==> src/irq_clear_level_cfg.svh <==
// Offsets, field positions and reset values of the clear and level map.
// Assumes a 32-bit APB with full byte addresses on paddr.
`ifndef IRQ_CLEAR_LEVEL_CFG_SVH
`define IRQ_CLEAR_LEVEL_CFG_SVH
`define EDGE_CLEAR_OFS     32'hFFF4_0074
`define LEVEL_ONE_OFS      32'hFFF4_0078
`define LEVEL_TWO_OFS      32'hFFF4_007C
`define LEVEL_RESET        32'h0000_0000
`define LEVEL_ONE_MASK     32'h3F3F_3F3F
`define LEVEL_TWO_MASK     32'h3F3F_0000
`define CLEAR_LOW_BIT      8
`define SRC_COUNT          24
`define UNUSED_SRC_MASK    24'h48_0000
`define PEND_RESET         24'h00_0000
// Pending index of each source carrying a level field here.
`define IDX_TIMER_A        16
`define IDX_TIMER_B        17
`define IDX_IRQ1_EDGE      18
`define IDX_WRITE_POST     20
`define IDX_SYSTEM_FAIL    21
`define IDX_POWER_FAIL     23
`define IDX_DMA            14
`define IDX_INTR_ACK       15
`define IDX_MAILBOX2       12
`define IDX_MAILBOX3       13
`endif

==> src/irq_clear_level_pkg.sv <==
// Types shared by the interrupt clear and level map.
// Field layout follows the level words: bits 31..24 first.
package irq_clear_level_pkg;
  typedef logic [2:0] prio_t;
  typedef struct packed {
    logic [1:0] pad3;
    prio_t      power_fail_priority;
    prio_t      abort_priority_unused;
    logic [1:0] pad2;
    prio_t      system_fail_priority;
    prio_t      posted_write_error_priority;
    logic [1:0] pad1;
    prio_t      external_priority_unused;
    prio_t      bus_irq1_edge_priority;
    logic [1:0] pad0;
    prio_t      timer_b_priority;
    prio_t      timer_a_priority;
  } level_one_t;
  typedef struct packed {
    logic [1:0]  pad3;
    prio_t       intr_ack_priority;
    prio_t       dma_priority;
    logic [1:0]  pad2;
    prio_t       mailbox_signal3_priority;
    prio_t       mailbox_signal2_priority;
    logic [15:0] pad_low;
  } level_two_t;
endpackage

==> src/local_irq_clear_and_level_map.sv <==
// Edge-interrupt pending flops with write-one-to-clear and level fields.
// Assumes an APB master; source events are one-cycle synchronous pulses.
`timescale 1ns/100ps
`include "irq_clear_level_cfg.svh"
// Behaviour
// - Writing one to a clear bit resets that source's pending flop.
// - Clear bits 23..16: ack, DMA, mailbox 3..0, monitor 1, monitor 0.
// - Clear bits 15..8 clear software interrupts 7..0.
// - Each software interrupt has its own clear bit.
// - Each level byte except level two bits 15..0 holds two three-bit fields in six bits.
// - Level one top byte holds the power fail level.
// - Abort level only stores writes and routes nothing.
// - Level one bits 23..16 hold the write post error level.
// - The same byte holds the system fail level.
// - Level one bits 15..8 hold the bus IRQ1 edge level.
// - External level only stores writes and drives nothing.
// - Level one low byte holds timer A level.
// - Level one low byte holds timer B level too.
// - Level two bits 31..24 hold the DMA level.
// - The same byte holds the interrupter acknowledge level.
// - Level two bits 23..16 hold mailbox signal 2 level.
// - The same byte holds mailbox signal 3 level.
// - Clearing and setting pending flops ignores enable bits.
// - Clear bits 31..24: power fail, abort, sysfail, write post, ...
module local_irq_clear_and_level_map
  import irq_clear_level_pkg::*;
(
  input  wire logic        clock,          // System clock, 50 MHz.
  input  wire logic        reset,          // Synchronous, active high.
  input  wire logic        psel,           // APB select.
  input  wire logic        penable,        // APB access phase.
  input  wire logic        pwrite,         // APB write.
  input  wire logic [31:0] paddr,          // APB byte address.
  input  wire logic [31:0] pwdata,         // APB write data.
  input  wire logic [3:0]  pstrb,          // APB byte strobes.
  output logic      [31:0] prdata,         // APB read data.
  output logic             pready,         // APB ready.
  output logic             pslverr,        // APB error, unmapped.
  input  wire logic [23:0] source_event,   // Edge pulses, clear bit - 8.
  output logic      [23:0] pending,        // Pending flops.
  output logic      [23:0] level_request,  // Pending, masked where a level field is zero.
  output level_one_t       level_one,      // Level word one.
  output level_two_t       level_two       // Level word two.
);

  logic [31:0] level_one_reg;
  logic [31:0] level_two_reg;
  logic [31:0] next_level_one;
  logic [31:0] next_level_two;
  logic [23:0] next_pending;
  logic [31:0] next_prdata;
  logic [31:0] byte_mask;
  logic [23:0] clear_bits;
  logic        hit_clear;
  logic        hit_one;
  logic        hit_two;
  logic        wr_access;
  logic        mapped;

  assign hit_clear = (paddr == `EDGE_CLEAR_OFS);
  assign hit_one   = (paddr == `LEVEL_ONE_OFS);
  assign hit_two   = (paddr == `LEVEL_TWO_OFS);
  assign mapped    = hit_clear | hit_one | hit_two;
  assign wr_access = psel & penable & pwrite;
  // Zero wait states keep the map simple; nothing here needs to stall.
  assign pready    = 1'b1;
  assign pslverr   = psel & penable & ~mapped;

  assign byte_mask = {{8{pstrb[3]}}, {8{pstrb[2]}},
                      {8{pstrb[1]}}, {8{pstrb[0]}}};

  // Only bits on a strobed lane clear anything.
  assign clear_bits = (wr_access && hit_clear) ?
                      pwdata[31:8] & byte_mask[31:8] : 24'h00_0000;

  always_comb begin
    next_level_one = level_one_reg;
    next_level_two = level_two_reg;
    if (wr_access && hit_one) begin
      // Two fields per byte, bits 7..6 of each byte never store.
      next_level_one = (level_one_reg & ~byte_mask) |
                       (pwdata & byte_mask & `LEVEL_ONE_MASK);
    end
    if (wr_access && hit_two) begin
      next_level_two = (level_two_reg & ~byte_mask) |
                       (pwdata & byte_mask & `LEVEL_TWO_MASK);
    end
  end

  always_ff @(posedge clock) begin
    if (reset) begin
      level_one_reg <= `LEVEL_RESET;
      level_two_reg <= `LEVEL_RESET;
    end else begin
      level_one_reg <= next_level_one;
      level_two_reg <= next_level_two;
    end
  end

  // Abort and external fields are held but feed no source.
  assign level_one = level_one_t'(level_one_reg);
  assign level_two = level_two_t'(level_two_reg);

  // Bit i of the vector pairs with clear bit i+8. An event in the cycle of
  // its clear wins, so no edge is lost. Enables play no part here.
  always_comb begin
    next_pending = (pending & ~clear_bits) | source_event;
    // Bits 22 and 19 (abort and external, clear bits 30 and 27) have no source and stay zero.
    next_pending = next_pending & ~`UNUSED_SRC_MASK;
  end

  always_ff @(posedge clock) begin
    if (reset) begin
      pending <= `PEND_RESET;
    end else begin
      pending <= next_pending;
    end
  end

  // A source with no level field here passes its pending state through;
  // its level lives in another word.
  always_comb begin
    level_request = pending;
    level_request[`IDX_TIMER_A]     = pending[`IDX_TIMER_A] &
      (level_one.timer_a_priority != 3'h0);
    level_request[`IDX_TIMER_B]     = pending[`IDX_TIMER_B] &
      (level_one.timer_b_priority != 3'h0);
    level_request[`IDX_IRQ1_EDGE]   = pending[`IDX_IRQ1_EDGE] &
      (level_one.bus_irq1_edge_priority != 3'h0);
    level_request[`IDX_WRITE_POST]  = pending[`IDX_WRITE_POST] &
      (level_one.posted_write_error_priority != 3'h0);
    level_request[`IDX_SYSTEM_FAIL] = pending[`IDX_SYSTEM_FAIL] &
      (level_one.system_fail_priority != 3'h0);
    level_request[`IDX_POWER_FAIL]  = pending[`IDX_POWER_FAIL] &
      (level_one.power_fail_priority != 3'h0);
    level_request[`IDX_DMA]         = pending[`IDX_DMA] &
      (level_two.dma_priority != 3'h0);
    level_request[`IDX_INTR_ACK]    = pending[`IDX_INTR_ACK] &
      (level_two.intr_ack_priority != 3'h0);
    level_request[`IDX_MAILBOX2]    = pending[`IDX_MAILBOX2] &
      (level_two.mailbox_signal2_priority != 3'h0);
    level_request[`IDX_MAILBOX3]    = pending[`IDX_MAILBOX3] &
      (level_two.mailbox_signal3_priority != 3'h0);
  end

  // Read data is loaded in the setup cycle so it stands from a flop
  // through the access phase. The clear word reads as zero.
  always_comb begin
    next_prdata = prdata;
    if (psel && !penable && !pwrite) begin
      if (hit_one) begin
        next_prdata = level_one_reg;
      end else if (hit_two) begin
        next_prdata = level_two_reg;
      end else begin
        next_prdata = 32'h0000_0000;
      end
    end
  end

  always_ff @(posedge clock) begin
    if (reset) begin
      prdata <= 32'h0000_0000;
    end else begin
      prdata <= next_prdata;
    end
  end

endmodule // local_irq_clear_and_level_map

==> config.mk <==
export PLATFORM = sky130hd
export DESIGN_NAME = local_irq_clear_and_level_map
export DESIGN_NICKNAME = d
export VERILOG_FILES = /design/src/irq_clear_level_pkg.sv /design/src/local_irq_clear_and_level_map.sv
export VERILOG_INCLUDE_DIRS = /design/src /design/src/src
export SDC_FILE = /design/constraint.sdc
export NUM_CORES = 1
export LEC_CHECK = 0
export ABC_AREA = 1
export BUFFER_PORTS_ARGS = -buffer_cell sky130_fd_sc_hd__clkbuf_2
export CAP_MARGIN = 0
export CORE_MARGIN = 3
export CORE_UTILIZATION = 45
export CTS_CLUSTER_DIAMETER = 40
export CTS_CLUSTER_SIZE = 25
export DETAILED_ROUTE_END_ITERATION = 10
export PLACE_DENSITY_LB_ADDON = 0.25
export SYNTH_ARGS = -nofsm -noshare
export SYNTH_HDL_FRONTEND = slang
export SYNTH_SLANG_ARGS = --single-unit
==> constraint.sdc <==
create_clock -name clock -period 1.8 [get_ports clock]
set_clock_uncertainty 0.15 [all_clocks]
set_input_delay 0.09 -clock clock [delete_from_list [all_inputs] [get_ports clock]]
set_output_delay 0.09 -clock clock [all_outputs]
set_load 0.02 [all_outputs]
# --- Yosys cells after proc, flatten, opt, wreduce, memory -nomap -nowiden ---
# Cells that the tools add are included.
# W data, S select, Z words.
classes:
  n_mul: 0
  magnitude_cmp: 0
  n_reduce_logical: 17
  n_div: 0
  add_sub_neg: 0
  mux: 3
  eq_ne: 3
  bitwise_logic: 26
  shifts: 0
op_table:
  columns: ["op", "count"]
  rows:
  - ["$eq A32 B32 Y1 const B", 3]
  - ["$and A32 B32 Y32", 2]
  - ["$mux W32", 2]
  - ["$or A32 B30 Y32", 2]
  - ["$and A24 B24 Y24", 2]
  - ["$not A32 Y32", 1]
  - ["$and A30 B30 Y30", 1]
  - ["$reduce_bool A3 Y1", 10]
  - ["$mux W24", 1]
  - ["$not A24 Y24", 1]
  - ["$or A24 B24 Y24", 1]
  - ["$and A1 B1 Y1", 13]
  - ["$logic_and A1 B1 Y1", 5]
  - ["$logic_not A1 Y1", 2]
  - ["$or A1 B1 Y1", 2]
  - ["$not A1 Y1", 1]
totals:
  regBits: 120
  out_inout_bits: 146
  ramBits: 0
  mem_count: 0
  latch_bits: 0
  romBits: 0
  inputBits: 97

# --- Longest topological paths before layout ---
# Gate-level depths: netlist (run 1).
logic_depth:
  ltp_word: 7
  depth_mapped: 12
  mapped_depth_nobuf: 10

# --- Least setup slack after synthesis (run 1) ---
# Ideal clock, no wire load.
synth_path:
  kind: "input-to-output"
  from: "in paddr[17]"
  to: "out pslverr"
  path_slack_ns: 0.473
  n_path_buf: 1
  required_time_ns: 1.560
  arrival_time_ns: 1.087
  cell_stages: 8
  cell_sequence: "inv_1 nand2_1 nor2_1 nand2_1 nor2_4 buf_2 o21a_1 nor3_1"
synth_between:
  elab_chain_cells: 5
synth_rtl:
  columns: ["element", "line_no", "source"]
  rows:
  - ["from (decl)", "local_irq_clear_and_level_map.sv:33", "input wire logic [31:0] paddr,"]
  - ["$eq A32 B32 Y1 (no line)", null, null]
  - ["$or A1 B1 Y1", "local_irq_clear_and_level_map.sv:63", "assign mapped = hit_clear | hit_one | hit_two;"]
  - ["$or A1 B1 Y1 (*)", "local_irq_clear_and_level_map.sv:63", null]
  - ["$not A1 Y1 (*)", "local_irq_clear_and_level_map.sv:67", "assign pslverr = psel & penable & ~mapped;"]
  - ["$and A1 B1 Y1 (*)", "local_irq_clear_and_level_map.sv:67", null]
  - ["to (decl)", "local_irq_clear_and_level_map.sv:38", "output logic pslverr,"]
# Mark *: on every way between the ends. The rest lies on a longest branch, timed or not.

# --- Final worst setup path (run 1) ---
layout_path:
  from: "in paddr[17]"
  to: "reg pending[13]"
layout_between:
  elab_chain_cells: 6
layout_rtl:
  columns: ["element", "line_no", "source"]
  rows:
  - ["$eq A32 B32 Y1 (no line)", null, null]
  - ["$logic_and A1 B1 Y1", "local_irq_clear_and_level_map.sv:73", "assign clear_bits = (wr_access && hit_clear) ?"]
  - ["$mux W24", "local_irq_clear_and_level_map.sv:73", null]
  - ["$not A24 Y24", "local_irq_clear_and_level_map.sv:107", "next_pending = (pending & ~clear_bits) | source_event;"]
  - ["$and A24 B24 Y24", "local_irq_clear_and_level_map.sv:107", null]
  - ["$or A24 B24 Y24", "local_irq_clear_and_level_map.sv:107", null]
  - ["to (signal assigned)", "local_irq_clear_and_level_map.sv:114", "pending <= `PEND_RESET;"]
  - ["to (signal assigned)", "local_irq_clear_and_level_map.sv:116", "pending <= next_pending;"]
  - ["to (decl)", "local_irq_clear_and_level_map.sv:40", "output logic [23:0] pending,"]
# No other way between the ends.
# A chain may end at the register's enable or synchronous reset.

==> results of run 1 <==
-- placed cells by master, fill, tap and decap left out --
cell type	netlist	final
a21oi_1	22	22
buf_12	0	6
nand4_1	62	62
buf_4	22	11
buf_6	0	1
clkbuf_16	0	17
nor3_1	1	1
clkbuf_2	0	232
inv_1	120	120
nand3_1	33	33
nor2_1	123	120
bufinv_16	0	3
nand2_1	237	237
clkinv_4	0	1
nor2_2	5	4
clkinv_2	0	4
clkbuf_8	0	3
inv_2	0	1
clkbuf_1	23	1
dfxtp_1	118	118
dlygate4sd3_1	0	70
nand3_4	2	2
o21a_1	33	33
conb_1	2	5
clkinvlp_4	0	1
o31a_1	10	10
nor2_4	7	11
-- repair_timing --
| item | CTS | global route |
|---|---|---|
| setup endpoints to repair | 0 | 13 |
| hold buffers | 70 | 0 |
| gates resized for setup | 0 | 2 |
| buffers inserted | 0 | 2 |
| hold endpoints to repair | 58 | 0 |
-- through the flow --
stage | cells | utilization, % | power, W | area (um2) | setup slack [ns]
floorplan | 839 | - | 0.00319 | 5660 | 0.473
global placement | 1195 | 57.0 | 0.00343 | 6930 | 0.161
detailed placement | 1195 | 57.0 | 0.00344 | 6930 | 0.133
CTS | 1295 | 67.6 | 0.00696 | 8220 | 0.156
global route | 1297 | 67.8 | 0.00719 | 8250 | 0.00173
finish | 1297 | 67.8 | 0.00693 | 8250 | 0.125
-- cells in the mapped netlist --
library cell / number
a21oi_1: 22
buf_1: 4
buf_2: 11
buf_4: 22
clkbuf_1: 23
clkinv_1: 1
conb_1: 2
dfxtp_1: 118
inv_1: 120
nand2_1: 237
nand3_1: 33
nand3_4: 2
nand4_1: 62
nor2_1: 123
nor2_2: 5
nor2_4: 7
nor3_1: 1
o21a_1: 33
o31a_1: 10
-- where the power goes --
| group | internal, W | leakage, nW | total [W] | switching, W |
|---|---|---|---|---|
| sequential | 0.00268 | 0.961 | 0.00274 | 0.0000523 |
| clock | 0.00226 | 0.295 | 0.00341 | 0.00115 |
| combinational | 0.000342 | 3.01 | 0.000786 | 0.000444 |
-- layout make-up --
type | instances | area, um2
timing repair buffer | 320 | 2080
fill | 1028 | 3920
clock inverter | 9 | 126
multi-input combinational | 540 | 2550
sequential | 118 | 2360
clock buffer | 21 | 470
inverter | 121 | 454
tap | 168 | 210
-- worst max-delay path by stage --
stage	from	end	slack (ns)	cells past startpoint
floorplan	paddr[17]	pslverr	0.47	8
finish	paddr[17]	pending[13]$_SDFF_PP0_	0.12	11
CTS	paddr[16]	pending[13]$_SDFF_PP0_	0.16	11
global route	paddr[17]	pending[13]$_SDFF_PP0_	0.002	11
detailed placement	paddr[19]	level_two[15]$_SDFFE_PP0P_	0.13	9
global placement	paddr[19]	level_two[8]$_SDFFE_PP0P_	0.16	9
-- layer usage --
layer  vias to the layer above  GRT usage, %  part of all wire (%)
li1                       3161             -                     -
met4                         0          9.52                   2.2
met3                        34          5.00                   6.2
met5                         -             0                     0
met2                       269          45.5                    50
met1                      2857          30.9                    41
-- tightest hold or removal path: stages --
cell and delay, ns:
clkbuf_2 0.09, buf_4 0.22, a21oi_1 0.13
-- cells by family (layout without fill, tap and decap cells) --
| group | after synthesis | in the layout | share of synthesized area (%) |
|---|---|---|---|
| simple gates | 470 | 470 | 36.4 |
| buf+inv | 181 | 471 | 13.7 |
| flops | 118 | 118 | 41.8 |
| compound gates | 65 | 65 | 7.89 |
| other cells | 2 | 5 | 0.133 |
==> flow_metrics.env, run 1 <==
export IMPL_status="finished, final reports clean"
export IMPL_grt_max_degree=97
export IMPL_slew_violations=0
export IMPL_vias=6321
export IMPL_routed_wl_um=18000
export IMPL_yosysUniqueCellTypes=19
export IMPL_r2r_start="pending[1]$_SDFF_PP0_"
export IMPL_cts_tree="done"
export IMPL_grt_pass1_vias=5932
export IMPL_synth_area_per_cell_um2=6.75
export IMPL_core_mm2=0.0122
export IMPL_drtAntennaViolNets=0
export IMPL_worstHoldStart="reset"
export IMPL_num_rows=40
export IMPL_die_w_um=118
export IMPL_vdd_drop_max_mv=0.575
export IMPL_reg2reg_depth=3
export IMPL_portBuffers=232
export IMPL_dieArea_mm2=0.0139
export IMPL_setup_viol=0
export IMPL_initial_utilization_pct=46.4
export IMPL_period_minus_slack_ns=1.68
export IMPL_final_net_count=1215
export IMPL_hpwlAfterDp_um=12000
export IMPL_grt_usage_pct=25.8
export IMPL_drc=0
export IMPL_h_tree_depth=4
export IMPL_synth_warning_count=0
export IMPL_fin_setup_tns_ns=0
export IMPL_synth_area_leader_cell="dfxtp_1"
export IMPL_crit_buf_inv=4
export IMPL_hp_class="in -> reg"
export IMPL_synth_seq_cells=118
export IMPL_grt_overflow=0
export IMPL_crit_chain="clkbuf_2, inv_1, nand2_1, nor2_1, nand2_1, nor2_4, buf_4, nand4_1, nand2_1, a21oi_1, dlygate4sd3_1"
export IMPL_p_per_area_mw_per_mm2=841
export IMPL_n_antenna_cell=0
export IMPL_yosys_area_top_type_share_pct=41.8
export IMPL_r2r_slack_ns=0.40
export IMPL_drt_initial_drc_count=463
export IMPL_finalHoldViolCount=0
export IMPL_cts_made_buffers=17
export IMPL_root_buffer="clkbuf_16"
export IMPL_critPathKind="in -> reg"
export IMPL_io_pins=243
export IMPL_syn_inst=836
export IMPL_period_share_pct=93.1
export IMPL_netlist_top_cells_area="dfxtp_1, nand2_1, nor2_1"
export IMPL_hold_path_depth=3
export IMPL_p_leak_nw=4.27
export IMPL_yosysSeqAreaShare_pct=41.8
export IMPL_cp_required_ns=1.94
export IMPL_cp_start_kind="primary input"
export IMPL_gp_congestion=0.839
export IMPL_holdWs_ns=0.0152
export IMPL_clk_latency_ns=0.41
export IMPL_drt_pass1_iter_count=5
export IMPL_area_growth_pct=46.1
export IMPL_clk_transition_reported_paths_ns=0.06
export IMPL_wire_per_inst_um=13.9
export IMPL_die_h_um=118
export IMPL_cp_max_fo=8
export IMPL_drive_gt1_share_pct=26.3
export IMPL_synth_area_mm2=0.00565
export IMPL_grt_first_pass_wirelength_um=29300
export IMPL_critPathSlowestCell="dlygate4sd3_1"
export IMPL_cts_sinks=118
export IMPL_drv_cap=0
export IMPL_fmax_mhz=597
export IMPL_crit_top_cell="nand2_1"
export IMPL_via_per_inst=4.87
export IMPL_rsz0062_at_grt="no"
export IMPL_antenna_found_initial=0
export IMPL_max_stage_delay_ns=0.57
export IMPL_crit_arrival_ns=1.81
export IMPL_path_delay_family="buffers and inverters"
export IMPL_endpoint_kind="flop"
export IMPL_clock_path_buffers=2
export IMPL_worstReg2RegEnd="pending[1]$_SDFF_PP0_"
export IMPL_hold_end="pending[11]$_SDFF_PP0_"
(Power assumes the default switching activity.)
==> inputs of run 2 (changes only) <==
--- a/config.mk
+++ b/config.mk
@@ -9,6 +9,7 @@
 export ABC_AREA = 1
 export BUFFER_PORTS_ARGS = -buffer_cell sky130_fd_sc_hd__clkbuf_2
 export CAP_MARGIN = 0
+export CORE_ASPECT_RATIO = 0.9
 export CORE_MARGIN = 3
 export CORE_UTILIZATION = 45
 export CTS_CLUSTER_DIAMETER = 40
==> run 2 against run 1 <==
Against the previous run:
- core utilization up 0.098 points
- die area barely moved
- power grew 0.73%
- first-iteration DRC count is 7.8% lower
==> flow_metrics.env, run 2 (synthesis results as in run 1) <==
export IMPL_initial_utilization_pct=46.4
export IMPL_clock_path_buffers=2
export IMPL_cts_sinks=118
export IMPL_h_tree_depth=4
export IMPL_cts_repair_resized=0
export IMPL_grt_max_degree=97
export IMPL_vias=6334
export IMPL_status="finished, final reports clean"
export IMPL_period_minus_slack_ns=1.68
export IMPL_crit_top_cell="nand2_1"
export IMPL_rsz0062_at_grt="no"
export IMPL_p_int_w=0.00524
export IMPL_switching_share_pct=25.0
export IMPL_gp_congestion=0.810
export IMPL_fin_setup_tns_ns=0
export IMPL_drc=0
export IMPL_drive_gt1_share_pct=26.3
export IMPL_drtAntennaViolNets=0
export IMPL_die_w_um=124
export IMPL_slew_violations=0
export IMPL_cp_required_ns=1.94
export IMPL_num_rows=38
export IMPL_die_h_um=112
export IMPL_hp_class="in -> reg"
export IMPL_grt_overflow=0
export IMPL_critPathKind="in -> reg"
export IMPL_p_sw_w=0.00174
export IMPL_design_area_mm2=0.00826
export IMPL_pre_cts_ws_ns=0.126
export IMPL_antenna_found_initial=0
export IMPL_worst_slack_ns=0.118
export IMPL_crit_arrival_ns=1.82
export IMPL_final_fill_count=1078
export IMPL_via_per_inst=4.89
export IMPL_grt_first_pass_wirelength_um=29300
export IMPL_combPwrFrac_pct=11.2
export IMPL_period_share_pct=93.4
export IMPL_setup_viol=0
export IMPL_cts_tree="done"
export IMPL_finalHoldViolCount=0
export IMPL_core_mm2=0.0122
export IMPL_endpoint_kind="flop"
export IMPL_placed_cell_area_mm2=0.00689
export IMPL_power_frac_clock_pct=49.6
export IMPL_portBuffers=232
export IMPL_grt_pass1_vias=5878
export IMPL_routed_wl_um=18500
export IMPL_pwr_share_seq_pct=39.2
export IMPL_dieArea_mm2=0.0139
export IMPL_wire_per_inst_um=14.3
export IMPL_drt_pass1_iter_count=4
export IMPL_n_antenna_cell=0
export IMPL_cts_made_buffers=17
export IMPL_io_pins=243
export IMPL_grt_usage_pct=26.6
export IMPL_clk_transition_reported_paths_ns=0.06
export IMPL_p_leak_nw=4.28
export IMPL_root_buffer="clkbuf_16"
export IMPL_final_cell_mix="nand2_1, clkbuf_2, nor2_1"
export IMPL_fmax_mhz=595
export IMPL_vdd_drop_max_mv=0.647
export IMPL_drv_cap=0
export IMPL_cp_max_fo=12
export IMPL_cp_start_kind="primary input"
export IMPL_hpwlAfterDp_um=12200
export IMPL_max_stage_delay_ns=0.56
export IMPL_crit_chain="clkbuf_2, inv_1, nand2_1, nor2_1, nand2_1, nor2_4, buf_4, nand4_1, nand2_1, a21oi_1, dlygate4sd3_1"
export IMPL_p_per_area_mw_per_mm2=845
export IMPL_clk_latency_ns=0.41
export IMPL_final_net_count=1218
export IMPL_post_cts_setup_buffers=0
export IMPL_critPathSlowestCell="dlygate4sd3_1"
export IMPL_drt_initial_drc_count=427
export IMPL_final_common_cell="nand2_1"
export IMPL_area_growth_pct=46.4
run 2: changes by cell type in the layout (fill, tap and decap cells not counted):
| cell | change |
|---|---|
| buf_4 | +2 |
| clkbuf_16 | +2 |
| clkinv_2 | -1 |
| clkbuf_1 | +1 |
| nor2_1 | +1 |
| buf_12 | -2 |
| clkbuf_8 | -2 |
| clkinvlp_4 | +3 |
| dlygate4sd3_1 | +2 |
| nor2_4 | -1 |
| inv_6 | +1 |
| buf_6 | -1 |
run 2: per-layer routing:
layer	vias to the layer above	global-route usage (%)	wire [um]
li1	3164	-	-
met1	2886	32.8	7560
met2	250	44.9	9260
met3	34	6.60	1290
met4	0	9.34	425
met5	-	0	0
run 2: critical path, delay by kind of cell:
kind | cells | cell delay [ns]
buffers and inverters | 4 | 0.95
AND/OR/NAND/NOR | 6 | 0.71
AO/OA/AOI/OAI | 1 | 0.06
run 2: final cells by class:
class	count	area (um2)	share of cell area, %
multi-input cells	540	2540	30.7
flip-flops and latches	118	2360	28.6
repair buffers	323	2110	25.5
inverters	121	454	5.50
clock buffers	20	447	5.40
well taps	160	200	2.42
clock inverters	12	153	1.85
run 2: path summary, 6_finish.rpt:
kind | from | end | slack [ns] | cells after the start
max reg2reg | pending[20]$_SDFF_PP0_ | pending[20]$_SDFF_PP0_ | 0.39 | 3
min reg2reg | level_two[5]$_SDFFE_PP0P_ | level_two[5]$_SDFFE_PP0P_ | 0.31 | 2
max | paddr[17] | pending[5]$_SDFF_PP0_ | 0.12 | 11
min | reset | pending[11]$_SDFF_PP0_ | 0.01 | 3
run 2: repair_timing:
action | 4_1_cts | 5_1_grt
endpoints found under the hold margin | 58 | 0
hold buffers | 72 | 0
endpoints found under the setup margin | 0 | 4
run 2: metrics by stage:
| step | std cells | total power, W | hold slack [ns] | util [%] |
|---|---|---|---|---|
| final | 1294 | 0.00698 | 0.0138 | 67.9 |
| after global routing | 1294 | 0.00723 | 0.0316 | 67.9 |
| after CTS | 1292 | 0.00702 | 0.000848 | 67.5 |
| after detailed placement | 1188 | 0.00344 | 0.165 | 56.6 |
| after global placement | 1188 | 0.00343 | 0.163 | 56.6 |
| after floorplan | 839 | 0.00319 | 0.00907 | - |
run 2: power groups by stage:
stage                     sequential (W)  clock, W  combinational, W
final                            0.00274   0.00346          0.000785
after global routing             0.00274   0.00363          0.000861
after CTS                        0.00274   0.00351          0.000773
after detailed placement         0.00279         0          0.000647
after global placement           0.00279         0          0.000643
after floorplan                  0.00286         0          0.000329
